$ cat config.mk
export PLATFORM = sky130hd
export DESIGN_NAME = ecache_write_read_scheduler
export DESIGN_NICKNAME = d
export VERILOG_FILES = /design/src/include/ecache_sched_pkg.sv /design/src/verilog/ecache_write_read_scheduler.sv /design/src/verilog/bus_turn_guard.sv
export SDC_FILE = /design/constraint.sdc
export NUM_CORES = 1
export LEC_CHECK = 0
export BUFFER_PORTS_ARGS = -buffer_cell sky130_fd_sc_hd__buf_4
export CORE_MARGIN = 2
export CORE_UTILIZATION = 35
export DETAILED_ROUTE_END_ITERATION = 7
export GPL_ROUTABILITY_DRIVEN = 1
export SYNTH_ARGS = -nofsm -noshare
export SYNTH_HDL_FRONTEND = slang
export SYNTH_SLANG_ARGS = --single-unit
$ cat constraint.sdc
create_clock -name clk -period 5.6 [get_ports clk]
set_input_delay 0.84 -clock clk [delete_from_list [all_inputs] [get_ports clk]]
set_output_delay 0.84 -clock clk [all_outputs]
set_load 0.02 [all_outputs]
$ cat src/include/ecache_sched_pkg.sv
// constants and carrier types for the second-level cache write/read scheduler
// ****************************************************************************
// Overview of operation
// - store hit to exclusive line rewrites tag to modified alongside data write
// - store hit to modified line leaves tag bus free during data write
// - tag lookup of next store overlaps data write of previous store
// - store hit to shared or owned line needs ownership read before data write
// - store miss evicts a victim; data written only after refill
// - cache read returns data two cycles after its address
// - write data follows write address by one cycle; SRAM buffers address; tag writes here drive tag data with the address
// - at least two idle cycles between last read and first write address
// - read after write issues next cycle with no idle gap
// - read-to-write gap kept separately on tag and data buses
// - reset asserts asynchronously, released synchronously by the system
// - system clock is two or three processor clocks by divider select
// - bidirectional pins released under reset plus sram test; outputs always driven
// - every store reads tag first; data written on exclusive/modified hit, otherwise after coh_done
// - sixteen active-low byte enables; bit 0 is data bits 127:120
// - data address from physical bits 21:4, tag address from 21:6
// - hitting reads issue back to back, one per cycle
// ****************************************************************************
package ecache_sched_pkg;

  localparam int PA_W        = 22;
  localparam int DADDR_LO    = 4;    // data address starts at physical bit 4
  localparam int TADDR_LO    = 6;    // tag address starts at physical bit 6
  localparam int DADDR_W     = 18;
  localparam int TADDR_W     = 16;
  localparam int DATA_W      = 128;
  localparam int BYTES       = 16;
  localparam int TAG_W       = 22;   // stored tag: physical bits 21:? plus state
  localparam int RD_RET      = 2;    // cycles from read address to bus busy
  localparam int RW_GAP      = 2;    // idle cycles from read to write
  localparam int DIV2_RATIO  = 2;
  localparam int DIV3_RATIO  = 3;

  // line states held in the low bits of a tag word
  typedef enum logic [2:0] {
    ST_INVALID   = 3'h0,
    ST_SHARED    = 3'h1,
    ST_EXCLUSIVE = 3'h2,
    ST_OWNED     = 3'h3,
    ST_MODIFIED  = 3'h4
  } line_state_t;

  // store request from the store buffer
  typedef struct packed {
    logic [PA_W-1:0]   addr;
    logic [DATA_W-1:0] data;
    logic [BYTES-1:0]  bytes;  // bit 0 = data bits 127:120
  } store_req_t;

  // load request from the core
  typedef struct packed {
    logic [PA_W-1:0] addr;
  } load_req_t;

  // tag word as kept in the tag SRAM
  typedef struct packed {
    logic [TAG_W-4:0] tag;
    line_state_t      state;
  } tag_word_t;

endpackage

$ cat src/verilog/ecache_write_read_scheduler.sv
// scheduler of tag and data SRAM accesses for the external second-level cache
`timescale 1ns/1ps
module ecache_write_read_scheduler
  import ecache_sched_pkg::*;
(
  // clock and reset
  input  wire logic                           clk,
  input  wire logic                           resetn,
  // mode straps
  input  wire logic                           div3_select,
  input  wire logic                           sram_test,
  output logic                                system_clock,
  // load port
  input  wire logic                           load_valid,
  input  ecache_sched_pkg::load_req_t         load_req,
  output logic                                load_ready,
  output logic                                load_data_valid,
  output logic [ecache_sched_pkg::DATA_W-1:0] load_data,
  // store port
  input  wire logic                           store_valid,
  input  ecache_sched_pkg::store_req_t        store_req,
  output logic                                store_ready,
  // coherence engine: ownership read and miss refill
  output logic                                own_req,
  output logic                                fill_req,
  output logic [ecache_sched_pkg::PA_W-1:0]   coh_addr,
  input  wire logic                           coh_done,
  // tag SRAM
  output logic [ecache_sched_pkg::TADDR_W-1:0] tag_ram_address,
  output logic                                tag_write_enable_n,
  output logic                                tag_output_enable_n,
  input  ecache_sched_pkg::tag_word_t         tag_in,
  output ecache_sched_pkg::tag_word_t         tag_out,
  output logic                                tag_oe,
  // data SRAM
  output logic [ecache_sched_pkg::DADDR_W-1:0] data_ram_address,
  output logic                                data_write_enable_n,
  output logic                                data_output_enable_n,
  output logic [ecache_sched_pkg::BYTES-1:0]  byte_write_enable_n,
  input  wire logic [ecache_sched_pkg::DATA_W-1:0] data_in,
  output logic [ecache_sched_pkg::DATA_W-1:0] data_out,
  output logic                                data_oe
);
  import ecache_sched_pkg::*;

  // ***************************************************************
  // store tag pipeline
  // ***************************************************************
  typedef enum logic [1:0] {
    P_IDLE = 2'b00,
    P_WAIT = 2'b01,
    P_COH  = 2'b11
  } pend_t;

  // a lookup's tag returns RD_RET cycles after its address; carried down a pipe
  logic [RD_RET:0] tlk_v_q;
  store_req_t      tlk_s_q [RD_RET+1];
  logic            ld_v_q [RD_RET+1];
  logic            wq_v_q;          // one store ready to write data
  store_req_t      wq_q;
  logic            wq_upd_q;        // exclusive line: tag update with data write
  pend_t           pend_q;
  store_req_t      pend_s_q;

  logic tag_rd_go, tag_wr_go, data_rd_go, data_wr_go;
  logic tag_wr_ok, data_wr_ok;
  logic resolve;
  logic hit_em, hit_so, miss;
  tag_word_t rtag;

  assign rtag    = tag_in;
  assign resolve = tlk_v_q[RD_RET];
  assign hit_em  = resolve && (rtag.tag == tlk_s_q[RD_RET].addr[PA_W-1:TADDR_LO-3])
                   && (rtag.state == ST_EXCLUSIVE || rtag.state == ST_MODIFIED);
  assign hit_so  = resolve && (rtag.tag == tlk_s_q[RD_RET].addr[PA_W-1:TADDR_LO-3])
                   && (rtag.state == ST_SHARED || rtag.state == ST_OWNED);
  assign miss    = resolve && !hit_em && !hit_so;

  // ***************************************************************
  // issue arbitration
  // ***************************************************************
  // loads first; loads never wait for writes, but a store tag lookup waits for a tag write
  assign data_rd_go = load_valid;
  assign load_ready = 1'b1;
  // a data write needs the pending store and a clear bus
  assign data_wr_go = wq_v_q && data_wr_ok && (tag_wr_ok || !wq_upd_q) && !data_rd_go;
  // tag update only for exclusive lines, in the same cycle as the data write
  assign tag_wr_go  = data_wr_go && wq_upd_q;
  // modified-line writes leave the tag bus for the next lookup; one lookup in flight
  // keeps the single write slot from being overwritten, and the next lookup still
  // overlaps the data write of the store ahead of it
  assign tag_rd_go  = store_valid && !tag_wr_go && pend_q == P_IDLE
                      && (tlk_v_q == '0) && (!wq_v_q || data_wr_go);
  assign store_ready = tag_rd_go;

  bus_turn_guard #(.GAP(RW_GAP)) u_tag_guard (
    .clk      (clk),
    .resetn   (resetn),
    .rd_issue (tag_rd_go),
    .wr_issue (tag_wr_go),
    .wr_ok    (tag_wr_ok)
  );

  bus_turn_guard #(.GAP(RW_GAP)) u_data_guard (
    .clk      (clk),
    .resetn   (resetn),
    .rd_issue (data_rd_go),
    .wr_issue (data_wr_go),
    .wr_ok    (data_wr_ok)
  );

  // tag gap is folded into the data write decision so both buses keep it
  logic wr_both_ok;
  assign wr_both_ok = tag_wr_ok || !wq_upd_q;

  // ***************************************************************
  // lookup pipeline
  // ***************************************************************
  always_ff @(posedge clk or negedge resetn) begin
    if (!resetn) begin
      tlk_v_q <= '0;
    end else begin
      tlk_v_q <= {tlk_v_q[RD_RET-1:0], tag_rd_go};
    end
  end

  always_ff @(posedge clk) begin
    tlk_s_q[0] <= store_req;
    for (int i = 1; i <= RD_RET; i++) begin
      tlk_s_q[i] <= tlk_s_q[i-1];
    end
  end

  // load return pipe
  always_ff @(posedge clk or negedge resetn) begin
    if (!resetn) begin
      for (int i = 0; i <= RD_RET; i++) begin
        ld_v_q[i] <= 1'b0;
      end
    end else begin
      ld_v_q[0] <= data_rd_go;
      for (int i = 1; i <= RD_RET; i++) begin
        ld_v_q[i] <= ld_v_q[i-1];
      end
    end
  end

  always_ff @(posedge clk or negedge resetn) begin
    if (!resetn) begin
      load_data_valid <= 1'b0;
      load_data       <= '0;
    end else begin
      load_data_valid <= ld_v_q[RD_RET];
      load_data       <= data_in;
    end
  end

  // ***************************************************************
  // write queue and coherence wait
  // ***************************************************************
  always_ff @(posedge clk or negedge resetn) begin
    if (!resetn) begin
      wq_v_q   <= 1'b0;
      wq_q     <= '0;
      wq_upd_q <= 1'b0;
      pend_q   <= P_IDLE;
      pend_s_q <= '0;
    end else begin
      if (data_wr_go && wr_both_ok) begin
        wq_v_q <= 1'b0;
      end
      if (hit_em) begin
        wq_v_q   <= 1'b1;
        wq_q     <= tlk_s_q[RD_RET];
        wq_upd_q <= (rtag.state == ST_EXCLUSIVE);
      end else if (pend_q == P_WAIT && coh_done) begin
        wq_v_q   <= 1'b1;
        wq_q     <= pend_s_q;
        wq_upd_q <= 1'b0;
      end
      unique case (pend_q)
        P_IDLE: begin
          if (hit_so || miss) begin
            pend_q   <= P_COH;
            pend_s_q <= tlk_s_q[RD_RET];
          end
        end
        P_COH:  pend_q <= P_WAIT;
        P_WAIT: begin
          if (coh_done) begin
            pend_q <= P_IDLE;
          end
        end
        default: pend_q <= P_IDLE;
      endcase
    end
  end

  // coherence requests: ownership read or victim plus refill
  always_ff @(posedge clk or negedge resetn) begin
    if (!resetn) begin
      own_req  <= 1'b0;
      fill_req <= 1'b0;
      coh_addr <= '0;
    end else begin
      own_req  <= hit_so;
      fill_req <= miss;
      if (hit_so || miss) begin
        coh_addr <= tlk_s_q[RD_RET].addr;
      end
    end
  end

  // ***************************************************************
  // SRAM pins
  // ***************************************************************
  logic            wdata_pend_q;
  logic [DATA_W-1:0] wdata_q;

  // address and controls registered off the issue decision
  always_ff @(posedge clk or negedge resetn) begin
    if (!resetn) begin
      tag_ram_address      <= '0;
      tag_write_enable_n   <= 1'b1;
      tag_output_enable_n  <= 1'b1;
      tag_out              <= '0;
      data_ram_address     <= '0;
      data_write_enable_n  <= 1'b1;
      data_output_enable_n <= 1'b1;
      byte_write_enable_n  <= '1;
      wdata_pend_q         <= 1'b0;
      wdata_q              <= '0;
      data_out             <= '0;
    end else begin
      tag_write_enable_n  <= !tag_wr_go;
      tag_output_enable_n <= !(tag_rd_go || tag_wr_go);
      if (tag_rd_go) begin
        tag_ram_address <= store_req.addr[PA_W-1:TADDR_LO];
      end else if (tag_wr_go) begin
        tag_ram_address <= wq_q.addr[PA_W-1:TADDR_LO];
        tag_out         <= '{tag: wq_q.addr[PA_W-1:TADDR_LO-3], state: ST_MODIFIED};
      end
      data_write_enable_n  <= !data_wr_go;
      data_output_enable_n <= !(data_rd_go || data_wr_go);
      byte_write_enable_n  <= data_wr_go ? ~wq_q.bytes : '1;
      if (data_rd_go) begin
        data_ram_address <= load_req.addr[PA_W-1:DADDR_LO];
      end else if (data_wr_go) begin
        data_ram_address <= wq_q.addr[PA_W-1:DADDR_LO];
      end
      wdata_pend_q <= !data_write_enable_n;
      wdata_q      <= wq_q.data;
      data_out     <= wdata_q;
    end
  end

  // data follows the write address by one cycle; tag data with its address
  logic tag_oe_q;
  always_ff @(posedge clk or negedge resetn) begin
    if (!resetn) begin
      tag_oe_q <= 1'b0;
    end else begin
      tag_oe_q <= tag_wr_go;
    end
  end

  // bidirectional buses float under reset with sram test
  assign data_oe = wdata_pend_q && !(sram_test && !resetn);
  assign tag_oe  = tag_oe_q && !(sram_test && !resetn);

  // ***************************************************************
  // system clock divider
  // ***************************************************************
  logic [1:0] div_cnt_q;
  logic       div3_q;

  // divider select registered every cycle, so the ratio follows div3_select mid-run
  always_ff @(posedge clk or negedge resetn) begin
    if (!resetn) begin
      div_cnt_q    <= '0;
      div3_q       <= 1'b0;
      system_clock <= 1'b0;
    end else begin
      div3_q <= div3_select;
      if (div_cnt_q == (div3_q ? 2'(DIV3_RATIO - 1) : 2'(DIV2_RATIO - 1))) begin
        div_cnt_q <= '0;
      end else begin
        div_cnt_q <= div_cnt_q + 2'd1;
      end
      system_clock <= (div_cnt_q == 2'd0);
    end
  end

  // reset is taken asynchronously; release timing is the system's duty

  // ***************************************************************
  // assertions
  // ***************************************************************
  a_wdata_follows: assert property (@(posedge clk) disable iff (!resetn)
    data_wr_go |=> ##1 data_oe) else $error("write data not one cycle after address");
  a_excl_tag_upd: assert property (@(posedge clk) disable iff (!resetn)
    (data_wr_go && wq_upd_q) |=> !tag_write_enable_n) else $error("missing tag update");
  a_mod_tag_free: assert property (@(posedge clk) disable iff (!resetn)
    (data_wr_go && !wq_upd_q) |=> tag_write_enable_n) else $error("tag bus taken on modified write");
  a_read_no_wait: assert property (@(posedge clk) disable iff (!resetn)
    load_valid |=> !data_output_enable_n) else $error("read delayed");
  a_so_owns_first: assert property (@(posedge clk) disable iff (!resetn)
    hit_so |=> own_req) else $error("no ownership read");
  a_miss_fills: assert property (@(posedge clk) disable iff (!resetn)
    miss |=> fill_req ##1 (pend_q == P_WAIT)) else $error("miss not refilled");
  a_load_ret: assert property (@(posedge clk) disable iff (!resetn)
    data_rd_go |-> ##4 load_data_valid) else $error("load return time wrong");
  a_write_on_hit: assert property (@(posedge clk) disable iff (!resetn)
    hit_em |=> wq_v_q) else $error("hit store not queued for write");

endmodule

$ cat src/verilog/bus_turn_guard.sv
// per-bus read-return record and turnaround gap tracker
`timescale 1ns/1ps
module bus_turn_guard #(
  parameter int GAP = 2
) (
  // clock and reset
  input  wire logic clk,
  input  wire logic resetn,
  // bus activity this cycle
  input  wire logic rd_issue,
  input  wire logic wr_issue,
  // write may go this cycle
  output logic      wr_ok
);

  // shift record of cycles since the last read address; bit i set = read i+1 ago
  logic [GAP-1:0] hist_q;

  // tracks outstanding read returns so a write never meets read data on the bus
  always_ff @(posedge clk or negedge resetn) begin
    if (!resetn) begin
      hist_q <= '0;
    end else begin
      hist_q <= {hist_q[GAP-2:0], rd_issue};
    end
  end

  // a write needs GAP idle cycles after any read; reads never wait on writes
  assign wr_ok = ~(|hist_q);

  a_gap_after_read: assert property (@(posedge clk) disable iff (!resetn)
    rd_issue |=> !wr_issue [*2]) else $error("write issued inside turnaround gap");

endmodule

=== Word level (Yosys, flattened, before mapping) ===
Memory sizes are Yosys's and may differ from the RTL's.
Cells that the tools add are included.

* Register bits after elaboration: 835
* Memory bits (writable): 498
* Bits of input ports: 345
* Output and inout port bits: 362
* Logic and storage cells: 118
* Memories kept: 1

{| class="wikitable"
|+ Memories
! memory !! depth !! width !! read ports !! clocked after memory_dff !! write ports !! RTL line !! source
|-
| tlk_s_q || 3 || 166 || 3 || 0 || 3 || ecache_write_read_scheduler.sv:57 || <nowiki>store_req_t tlk_s_q [RD_RET+1];</nowiki>
|}

* $add $sub $neg: 1
* Equality and inequality tests: 10
* Muxes and demuxes: 17
* Bitwise gates (word level): 4
* Reduce and logical (&&, ||, !) cells: 49

{| class="wikitable"
|+ Operator list
! cell !! count
|-
| $mux W166 || 2
|-
| $mux W16 || 3
|-
| $mux W18 || 2
|-
| $eq A19 B19 Y1 || 1
|-
| $logic_and A1 B1 Y1 || 18
|-
| $not A16 Y16 || 1
|-
| $logic_not A1 Y1 || 12
|-
| $mux W2 || 4
|-
| $logic_or A1 B1 Y1 || 7
|-
| $eq A3 B2 Y1 const B || 2
|-
| $pmux W2 S3 || 1
|-
| $reduce_and A2 Y1 || 3
|-
| $reduce_bool A2 Y1 || 3
|-
| $mux W1 || 5
|-
| $logic_not A2 Y1 || 2
|-
| $reduce_or A2 Y1 || 2
|-
| $eq A3 B1 Y1 const B || 1
|-
| $eq A3 B3 Y1 const B || 1
|-
| $logic_not A3 Y1 || 1
|-
| $not A1 Y1 || 3
|-
| $reduce_bool A3 Y1 || 1
|-
| $add A2 B1 Y2 const B || 1
|-
| $eq A2 B1 Y1 const B || 1
|-
| $eq A2 B2 Y1 || 1
|-
| other kinds (3) || 3
|}

=== Logic depth before layout (Yosys ltp) ===
Gate-level depths: netlist of run 1.

* Depth after elaboration: 13
* Mapped depth: 9
* Depth with buffers taken out: 7

=== Modules after synthesis ===
From an unflattened synthesis of run 1, not the netlist that was laid out.

* Cells, all modules: 2340
* Area total of the unflattened synthesis: 38320.5 sq um

{| class="wikitable"
|+ Modules (own cells, without submodules)
! module !! times used !! cells an instance !! area each (sq um) !! seq. area each (sq um)
|-
| ecache_write_read_scheduler || 1 || 2334 || 38212.9 || 30639.4
|-
| bus_turn_guard || 2 || 3 || 53.8 || 50.0
|}

=== Worst setup path after synthesis of run 1 ===
No wires, ideal clock.

* Path type: in2out
* Start: input load_valid
* End: output store_ready
* Arrival time: 1.960 ns
* Data required time: 4.760 ns
* Slack: 2.800 ns
* Cell stages on the path: 5
* Buffers on the path: 1
* Cells stage by stage: nor3_2 nand2_1 clkinv_1 buf_1 nor2_1

* Longest elaborated chain between the ends: 8
* Elaborated cells on any way between the ends: 9
* Classes of those cells: reduce/logical (9)

{| class="wikitable"
|+ Ends and longest elaborated chain
! item !! RTL line !! source
|-
| start, declared || ecache_write_read_scheduler.sv:14 || <nowiki>input wire logic load_valid,</nowiki>
|-
| $logic_not A1 Y1 || ecache_write_read_scheduler.sv:86 || <nowiki>assign data_wr_go = wq_v_q && data_wr_ok && (tag_wr_ok || !wq_upd_q) && !data_rd_go;</nowiki>
|-
| $logic_and A1 B1 Y1 || ecache_write_read_scheduler.sv:86 ||
|-
| $logic_and A1 B1 Y1 || ecache_write_read_scheduler.sv:88 || <nowiki>assign tag_wr_go = data_wr_go && wq_upd_q;</nowiki>
|-
| named net tag_wr_go || ecache_write_read_scheduler.sv:65 || <nowiki>logic tag_rd_go, tag_wr_go, data_rd_go, data_wr_go;</nowiki>
|-
| $logic_not A1 Y1 || ecache_write_read_scheduler.sv:92 || <nowiki>assign tag_rd_go = store_valid && !tag_wr_go && pend_q == P_IDLE</nowiki>
|-
| $logic_and A1 B1 Y1 (2 in series) || ecache_write_read_scheduler.sv:92 ||
|-
| $logic_and A1 B1 Y1 (2 in series) || ecache_write_read_scheduler.sv:93 || <nowiki>&& (tlk_v_q == '0) && (!wq_v_q || data_wr_go);</nowiki>
|-
| end, declared || ecache_write_read_scheduler.sv:22 || <nowiki>output logic store_ready,</nowiki>
|}

The timed path passes the listed nets, and every way through them passes these cells.

==> summary.md, run 1 <==
| Metric | Value |
|---|---|
| DIE HEIGHT | `334.8 µm` |
| CP Capture Type | `output port` |
| Post-route setup slack | `2.159 ns` |
| Htree depth | `4` |
| Switch share | `26.65%` |
| Worst setup path endpoint | `store_ready` |
| Critical path type | `register to output port` |
| Num rows | `121` |
| Final Skew | `0.02967 ns` |
| Placed Cells | `4388` |
| Arrival @ worst endpoint | `2.60 ns` |
| DR iter-0 viols | `1074` |
| Via count | `20912` |
| WL final | `91510 µm` |
| Power Density | `529.2 mW/mm²` |
| Clock latency at the later pin of the worst-skew pair | `0.74 ns` |
| Netlist cell types | `46` |
| Synth Register Bits | `1323` |
| Max Cap Viol | `0` |
| Sequential share of the synthesized area | `79.99%` |
| Fill cell count | `9656` |
| HPWL after DPL | `57110 µm` |
| Area growth, synth to finish | `29.90%` |
| Worst Hold Class | `input pin to register` |
| DRT Pass-1 Iters | `5` |
| Most common cell after layout, fill and taps aside | `dfrtp_1` |
| Register share of total power | `48.6%` |
| Total track usage | `16.03%` |
| Area share of xor/xnor cells in the synthesized design | `0.3887%` |
| Ys Warns | `0` |
| # clock sinks | `1323` |
| Fin cells | `4652` |
| Core area | `0.1087 mm²` |
| Total congestion overflow | `0` |
| CTS clk-pin slew, worst paths | `0.06 ns` |
| Final Cell Area | `0.04976 mm²` |
| Measured slew at the worst slew-check pin | `1.182 ns` |
| Largest family of logic cells by synthesized area | `multiplexers` |
| Initial antenna violation count | `17` |
| Setup tns final | `0 ns` |
| Crit path max fanout | `20` |
| R2R setup slack | `2.16 ns` |
| Chip width | `334.8 µm` |
| Post-Synth Adder-Cell Area | `0.1307%` |
| F_max | `290.6 MHz` |
| # DRC | `0` |
| Final Cycle Share | `61.45%` |
| Syn Area/Cell | `16.17 µm²` |
| RR Endpoint | `wq_q[88]` |
| Startpoint type of the worst setup path | `register` |
| Initial Utilization | `35.24%` |
| RSZ-0062 raised after global routing | `false` |
| Multiplexer share of the synthesized area | `11.19%` |
| Start point of the critical path | `ld_v_q[1]` |
| Post-synthesis compound-gate area fraction | `2.659%` |
| Worst slew margin | `21.19%` |
| Crit path required time | `4.76 ns` |
| Root buf cell | `clkbuf_16` |
| Vias per cell | `4.495` |
| Hold Fails Final Rpt | `0` |
| Sw power | `7018 µW` |
| Leak | `0.02382 µW` |
| Internal power | `19310 µW` |
| Setup-failing EPs final | `0` |
| VDD IR max | `306.9 µV` |
| Die Area | `0.1121 mm²` |
| Reg-to-Reg Start | `tlk_s_q[0][483]` |
| Period minus WS final | `3.441 ns` |
| Top Ports | `707` |
| Placement Cell Area | `0.04514 mm²` |
| Pin count of the biggest net entering global routing | `161` |
| Routability Congestion | `0.7719` |
| Simple-gate share of the synthesized area | `4.005%` |
| Commonest cells after routing, fill and taps aside | `dfrtp_1 (805), buf_4 (715), dfxtp_1 (498)` |
| Clock share of power | `34.4%` |
| First-pass GRT wire length | `136000 µm` |
| Mapped Cells | `2369` |
| Port Buffer Count | `699` |
| Post-Place Setup Slack | `1.456 ns` |
| Vias in the first global route | `21216` |
| CTS Buf Count | `138` |
| Mapped Area | `0.03830 mm²` |
| CTS max path bufs | `3` |
| Drt wl/cell | `19.67 µm` |
| Combinational Power Share | `17.0%` |
| Outcome | `finished clean` |
| CTS tree | `built` |
| Routed Antenna Nets | `0` |
| FF-to-FF path depth | `7` |
| Share of cells above drive strength 1 | `35.42%` |
| Nets | `3464` |
| Final Max Tran Viols | `0` |
Yosys cell counts (all sizes together):
| cell type | number | share of area (%) |
|---|---|---|
| dfstp | 20 | 1.4 |
| nand2b | 6 | 0.098 |
| o311a | 1 | 0.026 |
| o21ai | 18 | 0.24 |
| a21oi | 158 | 2.1 |
| xnor2 | 2 | 0.046 |
| clkinv | 1 | 0.0098 |
| clkbuf | 74 | 0.73 |
| nand3 | 6 | 0.078 |
| nor2 | 21 | 0.21 |
| nand3b | 1 | 0.020 |
| or2 | 1 | 0.016 |
| buf | 48 | 0.77 |
| ha | 4 | 0.13 |
| nand4 | 2 | 0.033 |
| dfrtp | 805 | 53 |
| o21a | 2 | 0.039 |
| o2111a | 1 | 0.029 |
| and2 | 2 | 0.033 |
| and3 | 1 | 0.016 |
| inv | 10 | 0.098 |
| or3b | 1 | 0.023 |
| o211ai | 4 | 0.078 |
| nor2b | 2 | 0.033 |
| mux2 | 243 | 7.1 |
| nand2 | 115 | 1.1 |
| a211o | 1 | 0.023 |
| or3 | 1 | 0.016 |
| nor3 | 4 | 0.065 |
| xor2 | 15 | 0.34 |
| mux2i | 155 | 4.1 |
| or4 | 1 | 0.020 |
| o31ai | 3 | 0.072 |
| a31o | 1 | 0.023 |
| a222oi | 1 | 0.026 |
| a22oi | 1 | 0.020 |
| o311ai | 1 | 0.023 |
| nor4 | 136 | 2.2 |
| conb | 2 | 0.020 |
| dfxtp | 498 | 26 |
repair_timing:
item | CTS | global route
setup buffers | 0 | 0
hold endpoints to repair | 13 | 0
hold buffers | 1 | 0
gates resized for setup | 0 | 0
metrics by stage:
stage	hold slack, ns	utilization [%]	total power (µW)
global route	0.1481	45.77	27600
detailed placement	0.3121	41.52	17560
floorplan	0.3096	-	15360
global placement	0.3097	41.52	17400
finish	0.1986	45.77	26330
CTS	0.1277	45.75	26710
worst min path at each step:
stage,startpoint,end,cells after the start
floorplan,tlk_s_q[0][0],tlk_s_q[0][166],0
global placement,tlk_s_q[0][167],tlk_s_q[0][333],0
detailed placement,tlk_s_q[0][10],tlk_s_q[0][176],0
CTS,store_req[7],tlk_s_q[0][7],1
global route,store_req[7],tlk_s_q[0][7],1
finish,store_req[7],tlk_s_q[0][7],1
logic make-up after synthesis:
family	after synthesis
mux	398
flops	1323
fa+ha+maj	4
other cells	2
xor+xnor	17
compound gates	192
buf+inv	133
simple gates	300
flip-flops by register name (all words and copies together) (netlist names), 3 cells and up:
register             cells
data_ram_address        18
tag_out                 20
pend_s_q               163
tag_ram_address         16
tlk_v_q                  3
wq_q                   163
byte_write_enable_n     16
coh_addr                22
wdata_q                128
data_out               128
tlk_s_q                498
load_data              128
cell type report:
| class | instances | area, µm² | area share (%) |
|---|---|---|---|
| inverter | 11 | 41.29 | 0.08299 |
| antenna | 8 | 20.02 | 0.04024 |
| clock buffer | 208 | 4069 | 8.178 |
| timing repair buffer | 727 | 5593 | 11.24 |
| sequential | 1323 | 30640 | 61.58 |
| multi-input combinational | 914 | 7103 | 14.28 |
| clock inverter | 47 | 520.5 | 1.046 |
| tap | 1414 | 1769 | 3.556 |
power groups by stage:
stage,clock [µW],combinational [µW],sequential (µW)
after floorplan,0,1940,13400
after global placement,0,4480,12900
after detailed placement,0,4560,13000
after CTS,9320,4570,12800
after global routing,9730,4820,13100
final,9060,4470,12800
critical path, cell delays in order, from the launching register on:
cell     delay, ns
dfrtp_1       0.37
or3b_1        0.44
o31ai_1       0.35
nand3_1       0.13
buf_4         0.25
nor2_1        0.15
buf_4         0.19
per-layer routing:
metal  global-route usage, %  vias up  wire length (µm)
met5                       0        -                91
met4                   6.020       14              2667
met3                   4.204      169              5214
met2                   26.11      583             44950
met1                   20.51    10517             38600
li1                        -     9629                 -
(Power assumes the default switching activity.)
==> inputs of run 2 (changes only) <==
==> constraint.sdc (replaced) <==
create_clock -name clk -period 3.15 [get_ports clk]
set_input_delay 0.4725 -clock clk [delete_from_list [all_inputs] [get_ports clk]]
set_output_delay 0.4725 -clock clk [all_outputs]
set_load 0.02 [all_outputs]
==> run 2 against run 1 <==
Worst setup slack worse by 1.9 ns. Combinational power increased by 89%. Sequential power grew 78%. Clock power grew 84%. Die area did not move. Global-route usage grew 0.65 points. Sequential share of layout area is 4.6 points lower. Wire length grew 3.8%. Core utilization up 3.7 points. First-iteration DRC count rose by 14%. Critical path type unchanged.
==> summary.md, run 2 (synthesis results as in run 1) <==
| Metric | Value |
|---|---|
| Outcome | `finished clean (unchanged)` |
| Drt wl/cell | `18.94 µm (was 19.67 µm)` |
| Num rows | `121 (unchanged)` |
| Fill cell count | `9226 (was 9656)` |
| Total congestion overflow | `0 (unchanged)` |
| Htree depth | `4 (unchanged)` |
| Port Buffer Count | `699 (unchanged)` |
| CTS tree | `built (unchanged)` |
| Critical path type | `register to output port (unchanged)` |
| Core area | `0.1087 mm² (unchanged)` |
| Final Max Tran Viols | `0 (unchanged)` |
| Setup bufs post-CTS | `0 (unchanged)` |
| Vias in the first global route | `23383 (was 21216)` |
| Via count | `22262 (was 20912)` |
| Final Skew | `0.03088 ns (was 0.02967 ns)` |
| Routed Antenna Nets | `0 (unchanged)` |
| Worst slew margin | `27.66% (was 21.19%)` |
| Crit-path max cell delay | `0.39 ns (was 0.44 ns)` |
| Period minus WS final | `2.857 ns` |
| Final Cycle Share | `90.70%` |
| Initial antenna violation count | `9 (was 17)` |
| CTS max path bufs | `3 (unchanged)` |
| CTS Buf Count | `138 (unchanged)` |
| Area growth, synth to finish | `40.37% (was 29.90%)` |
| Leak | `0.02559 µW (was 0.02382 µW)` |
| F_max | `350.0 MHz` |
| Fin cells | `5014 (was 4652)` |
| Clock latency at the later pin of the worst-skew pair | `0.73 ns (was 0.74 ns)` |
| Measured slew at the worst slew-check pin | `1.085 ns (was 1.182 ns)` |
| Placed Cells | `4438 (was 4388)` |
| Most common cell after layout, fill and taps aside | `dfrtp_1 (unchanged)` |
| Crit-path slowest cell | `dfrtp_1 (was or3b_1)` |
| Chip width | `334.8 µm (unchanged)` |
| Crit path max fanout | `6 (was 20)` |
| Top reg by flops | `tlk_s_q (unchanged)` |
| Worst hold slack | `0.1138 ns (was 0.1986 ns)` |
| Initial Utilization | `35.24% (unchanged)` |
| Biggest regs | `tlk_s_q x498, pend_s_q x163, wq_q x163 (unchanged)` |
| Post-cts sizing count | `0 (unchanged)` |
| Nets | `3829 (was 3464)` |
| RSZ-0062 raised after global routing | `false (unchanged)` |
| Commonest cells after routing, fill and taps aside | `dfrtp_1 (805), buf_4 (743), dfxtp_1 (498) (was dfrtp_1 (805), buf_4 (715), dfxtp_1 (498))` |
| Multi-input logic area | `0.007103 mm² (unchanged)` |
| Total track usage | `16.67% (was 16.03%)` |
| DR iter-0 viols | `1225 (was 1074)` |
| Tot Pwr | `47950 µW (was 26330 µW)` |
| Root buf cell | `clkbuf_16 (unchanged)` |
| Routability Congestion | `0.7691 (was 0.7719)` |
| # clock sinks | `1323 (unchanged)` |
| Top Ports | `707 (unchanged)` |
| Crit-path cells | `inv_1, ha_1, nand2b_1, nor3_1, nand3_1, nor2_1, buf_4 (was or3b_1, o31ai_1, nand3_1, buf_4, nor2_1, buf_4)` |
| Vias per cell | `4.440 (was 4.495)` |
| CP Capture Type | `output port (unchanged)` |
| CP delay by family, top | `simple AND/OR/NAND/NOR gates (unchanged)` |
| DIE HEIGHT | `334.8 µm (unchanged)` |
| Register area | `0.03064 mm² (unchanged)` |
| Power Density | `891.8 mW/mm² (was 529.2 mW/mm²)` |
| Hold Buf Count CTS | `316 (was 1)` |
| Die Area | `0.1121 mm² (unchanged)` |
| First-pass GRT wire length | `142900 µm (was 136000 µm)` |
| Max Cap Viol | `0 (unchanged)` |
| Startpoint type of the worst setup path | `register (unchanged)` |
| Setup tns final | `0 ns (unchanged)` |
| Setup-failing EPs final | `0 (unchanged)` |
| Pin count of the biggest net entering global routing | `172 (was 161)` |
| CTS clk-pin slew, worst paths | `0.06 ns (about the same)` |
| Hold Fails Final Rpt | `0 (unchanged)` |
| Post-route setup slack | `0.2928 ns (was 2.159 ns)` |
| Worst Hold Class | `input pin to register (unchanged)` |
| Post-Place Setup Slack | `0.1570 ns (was 1.456 ns)` |
| # DRC | `0 (unchanged)` |
| VDD IR max | `550.0 µV (was 306.9 µV)` |
| WL final | `94950 µm (was 91510 µm)` |
| DRT Pass-1 Iters | `4 (was 5)` |
| Share of cells above drive strength 1 | `33.20% (was 35.42%)` |
| Arrival @ worst endpoint | `2.38 ns (was 2.60 ns)` |
| HPWL after DPL | `60390 µm (was 57110 µm)` |
| Crit path required time | `2.68 ns (was 4.76 ns)` |
| Largest register FFs | `498 (unchanged)` |
| Buf/Inv on CP | `2 (unchanged)` |
## run 2: metrics by stage
| step | utilization (%) | cell area (µm²) |
|---|---|---|
| after floorplan | - | 38310 |
| after global placement | 42.12 | 45790 |
| after detailed placement | 42.12 | 45790 |
| after CTS | 49.45 | 53760 |
| after global routing | 49.46 | 53760 |
| final | 49.46 | 53770 |
## run 2: layer usage
metal	wire length [µm]	vias to the layer above	GRT usage, %
li1	-	10349	-
met1	39840	11200	20.71
met2	47540	543	28.23
met3	4648	166	3.880
met4	2904	4	6.307
met5	26	-	0
## run 2: worst register-to-register path: stages, from the launching register on
cell      delay [ns]
dfxtp_1         0.35
xor2_1          0.15
nor4_1          0.36
buf_4           0.20
nand4_1         0.13
buf_4           0.19
o311ai_4        0.37
buf_12          0.25
buf_12          0.24
mux2_2          0.36
## run 2: power by group
| group | total, µW | internal, µW | leakage (µW) | switching, µW |
|---|---|---|---|---|
| registers | 22800 | 21000 | 0.0145 | 1860 |
| clock network | 16700 | 10000 | 0.00235 | 6610 |
| logic | 8460 | 4320 | 0.00875 | 4140 |
## run 2: area by class of cell
class,count,share of cell area (%)
inverter,11,0.07680
antenna,4,0.01862
clock buffer,214,7.766
timing repair buffer,1092,17.48
sequential,1323,56.99
tap,1414,3.291
multi-input combinational,914,13.21
clock inverter,42,1.173
## run 2: path summary, 6_finish.rpt
path	cells past startpoint	start	slack, ns	to
setup / recovery	7	pend_q[1]	0.29	store_ready
hold / removal	1	load_valid	0.11	u_data_guard.hist_q[0]
setup reg to reg	9	tlk_s_q[0][487]	0.43	pend_s_q[74]
hold reg to reg	0	tlk_s_q[0][203]	0.30	tlk_s_q[0][369]
max in group asynchronous	3	resetn	1.44	data_out[94]
min in group asynchronous	2	resetn	0.24	tag_out[15]
==> inputs of run 3 (changes only) <==
--- a/config.mk
+++ b/config.mk
@@ -8,8 +8,10 @@
 export BUFFER_PORTS_ARGS = -buffer_cell sky130_fd_sc_hd__buf_4
 export CORE_MARGIN = 2
 export CORE_UTILIZATION = 35
+export CTS_CLUSTER_SIZE = 14
 export DETAILED_ROUTE_END_ITERATION = 7
 export GPL_ROUTABILITY_DRIVEN = 1
 export SYNTH_ARGS = -nofsm -noshare
 export SYNTH_HDL_FRONTEND = slang
+export SYNTH_HIERARCHICAL = 1
 export SYNTH_SLANG_ARGS = --single-unit
==> constraint.sdc (replaced) <==
create_clock -name clk -period 3.2 [get_ports clk]
set_input_delay 0.48 -clock clk [delete_from_list [all_inputs] [get_ports clk]]
set_output_delay 0.48 -clock clk [all_outputs]
set_load 0.02 [all_outputs]
==> run 3 against run 2 <==
Cell count fell by 0.84%. Core utilization fell by 0.40 points. Hold slack got worse by 0.038 ns. Wire length fell by 0.31%. Global-route usage barely moved. Largest power group unchanged.
==> summary.md, run 3 <==
| Metric | Value |
|---|---|
| Final Max Tran Viols | `0 (unchanged)` |
| Crit-path slowest cell | `dfxtp_1 (was dfrtp_1)` |
| Placement Cell Area | `0.04568 mm² (was 0.04579 mm²)` |
| Proportion of netlist area held by the largest area contributor | `52.83% (was 52.59%)` |
| Initial antenna violation count | `11 (was 9)` |
| Post-synth EDFFs | `0 (unchanged)` |
| Netlist cell types | `44 (was 46)` |
| VDD IR max | `586.8 µV (was 550.0 µV)` |
| Drt wl/cell | `19.04 µm (was 18.94 µm)` |
| Max Cap Viol | `0 (unchanged)` |
| Chip width | `334.9 µm (was 334.8 µm)` |
| Final Skew | `0.04794 ns (was 0.03088 ns)` |
| Biggest regs | `tlk_s_q x498, pend_s_q x163, wq_q x163 (unchanged)` |
| Worst slew margin | `28.42% (was 27.66%)` |
| Measured slew at the worst slew-check pin | `1.074 ns (was 1.085 ns)` |
| Final Cycle Share | `85.30%` |
| Nets | `3788 (was 3829)` |
| First-pass GRT wire length | `142900 µm (about the same)` |
| Htree depth | `4 (unchanged)` |
| Vias in the first global route | `23329 (was 23383)` |
| Power Density | `897.1 mW/mm² (was 891.8 mW/mm²)` |
| Startpoint type of the worst setup path | `register (unchanged)` |
| Count leader, synth | `dfrtp_1 (unchanged)` |
| Mapped Area | `0.03832 mm² (was 0.03830 mm²)` |
| Critical path depth | `9 (was 7)` |
| Arrival @ worst endpoint | `3.32 ns (was 2.38 ns)` |
| DIE HEIGHT | `334.9 µm (was 334.8 µm)` |
| Setup bufs post-CTS | `0 (unchanged)` |
| HPWL after DPL | `59760 µm (was 60390 µm)` |
| Worst Hold Class | `input pin to register (unchanged)` |
| Primary FF master, synth | `dfrtp_1 (unchanged)` |
| DR iter-0 viols | `927 (was 1225)` |
| Area growth, synth to finish | `39.17% (was 40.37%)` |
| CP delay by family, top | `buffers and inverters (was simple AND/OR/NAND/NOR gates)` |
| Buf/Inv on CP | `4 (was 2)` |
| CTS max path bufs | `3 (unchanged)` |
| Routed Antenna Nets | `0 (unchanged)` |
| Mapped Cells | `2340 (was 2369)` |
| Vias per cell | `4.441 (was 4.440)` |
| # DRC | `0 (unchanged)` |
| RR Endpoint | `pend_s_q[37] (was pend_s_q[74])` |
| Largest register FFs | `498 (unchanged)` |
| # clock sinks | `1327 (was 1323)` |
| Total congestion overflow | `0 (unchanged)` |
| Commonest cells post-synth | `dfrtp_1 (809), dfxtp_1 (498), mux2_2 (209) (was dfrtp_1 (805), dfxtp_1 (498), mux2_2 (172))` |
| Pin count of the biggest net entering global routing | `176 (was 172)` |
| RSZ-0062 raised after global routing | `false (unchanged)` |
| Period minus WS final | `2.729 ns` |
| Crit-path max cell delay | `0.47 ns (was 0.39 ns)` |
| CP Capture Type | `register (was output port)` |
| Sequential share of the synthesized area | `80.22% (was 79.99%)` |
| Syn Area/Cell | `16.38 µm² (was 16.17 µm²)` |
| Core area | `0.1087 mm² (unchanged)` |
| FF-to-FF path depth | `9 (unchanged)` |
| Clock latency at the later pin of the worst-skew pair | `0.73 ns (about the same)` |
| Area contributors post-synth | `dfrtp_1 (53%), dfxtp_1 (26%), mux2_2 (6.1%) (was dfrtp_1 (53%), dfxtp_1 (26%), mux2_2 (5.1%))` |
| Top reg by flops | `tlk_s_q (unchanged)` |
| Routability Congestion | `0.7678 (was 0.7691)` |
| WL final | `94660 µm (was 94950 µm)` |
| Worst setup path endpoint | `pend_s_q[37] (was store_ready)` |
| Port Buffer Count | `699 (unchanged)` |
| Setup tns final | `0 ns (unchanged)` |
| Crit-path cells | `xor2_1, nor4_1, buf_4, nand4_1, buf_4, o31ai_4, buf_12, buf_4, mux2_2 (was inv_1, ha_1, nand2b_1, nor3_1, nand3_1, nor2_1, buf_4)` |
| R2R setup slack | `0.47 ns (was 0.43 ns)` |
| Top Ports | `707 (unchanged)` |
| Most common cell after layout, fill and taps aside | `dfrtp_1 (unchanged)` |
| Final Cell Area | `0.05333 mm² (was 0.05377 mm²)` |
| Start point of the critical path | `tlk_s_q[0][494] (was pend_q[1])` |
| Ys Warns | `6 (was 0)` |
| Outcome | `finished clean (unchanged)` |
| Num rows | `121 (unchanged)` |
| CTS clk-pin slew, worst paths | `0.06 ns (about the same)` |
| Via count | `22083 (was 22262)` |
| DRT Pass-1 Iters | `4 (unchanged)` |
| Setup-failing EPs final | `0 (unchanged)` |
| Synth Register Bits | `1327 (was 1323)` |
| Critical path type | `register to register (was register to output port)` |
| Share of cells above drive strength 1 | `34.28% (was 33.20%)` |
| Crit path max fanout | `15 (was 6)` |
| Tot Pwr | `47850 µW (was 47950 µW)` |
| CTS tree | `built (unchanged)` |
| F_max | `366.4 MHz` |
| Root buf cell | `clkbuf_16 (unchanged)` |
| Leak | `0.02502 µW (was 0.02559 µW)` |
| Reg-to-Reg Start | `tlk_s_q[0][494] (was tlk_s_q[0][487])` |
| Initial Utilization | `35.25% (was 35.24%)` |
| Hold Fails Final Rpt | `0 (unchanged)` |
| Die Area | `0.1122 mm² (was 0.1121 mm²)` |
| Crit path required time | `3.80 ns (was 2.68 ns)` |
| Cell accounting for the most synthesized area | `dfrtp_1 (unchanged)` |
| CTS Buf Count | `137 (was 138)` |
| Most numerous cell on the critical path | `buf_4` |
| FFs w/ async S/R, synth | `62.47% (was 62.36%)` |
| Commonest cells after routing, fill and taps aside | `dfrtp_1 (809), buf_4 (738), dfxtp_1 (498) (was dfrtp_1 (805), buf_4 (743), dfxtp_1 (498))` |
| Total track usage | `16.72% (was 16.67%)` |
==> run 3: cell count changes in the layout (fill, tap and decap cells not counted), sizes merged, moves of 14 or more <==
cell,delta
nand2,-16
a21oi,-25
mux2i,+14
o21ai,+16
nor2,-16
==> run 3: metal layers <==
metal / vias to the layer above / part of all wire, % / GRT usage [%]
li1: 10245 / - / -
met1: 11139 / 42 / 21.18
met2: 501 / 50 / 27.83
met3: 186 / 4.5 / 3.759
met4: 12 / 3.3 / 6.602
met5: - / 0.076 / 0
==> run 3: logic make-up (layout without fill, tap and decap cells) <==
family | after synthesis | after routing | synth area share (%)
DFF | 1327 | 1327 | 80.22
other | 2 | 5 | 0.01960
adders and majority gates | 3 | 3 | 0.09796
and+or+nand+nor | 265 | 265 | 3.677
buffers and inverters | 130 | 1345 | 1.486
muxes | 414 | 414 | 11.61
AOI/OAI and AO/OA | 181 | 181 | 2.478
xor gates and xnor gates | 18 | 18 | 0.4114
==> run 3: per-stage QoR <==
step | hold slack, ns | instances | setup WS, ns | util [%]
floorplan | 0.1844 | 2341 | 0.9450 | -
global placement | 0.3101 | 4401 | 0.2988 | 42.02
detailed placement | 0.3121 | 4401 | 0.2711 | 42.02
CTS | 0.003148 | 4970 | 0.3898 | 49.06
global route | 0.02795 | 4972 | 0.3348 | 49.06
finish | 0.07555 | 4972 | 0.4705 | 49.06
==> run 3: cell type report <==
cell class              instances  area [µm²]
fillers                      9237       55370
inverters                      12       45.04
repair buffers               1078        9199
clock inverters                53       506.7
diodes                          2       5.005
well taps                    1414        1769
clock buffers                 202        3998
flip-flops and latches       1327       30740
multi-input cells             884        7071
==> run 3: report_power, final <==
part	total, µW	internal [µW]	switching [µW]	leakage (µW)
Clock	15600	9020	6540	0.00220
Sequential	22900	21000	1960	0.0144
Combinational	9340	4690	4660	0.00841
Total	47800	34700	13200	0.0250
==> run 3: worst min path at each step <==
stage                     from               to  cells past startpoint
2_1_floorplan           resetn      coh_addr[0]                      0
3_5_place_dp   tlk_s_q[0][159]  tlk_s_q[0][325]                      0
5_1_grt              tag_in[0]          own_req                      2
4_1_cts              tag_in[0]          own_req                      2
3_3_place_gp   tlk_s_q[0][323]  tlk_s_q[0][489]                      0
6_report             tag_in[0]          own_req                      2
==> run 3: repair_timing <==
action,CTS,global route
hold buffers,314,0
resized for setup,0,0
endpoints found under the hold margin,357,0
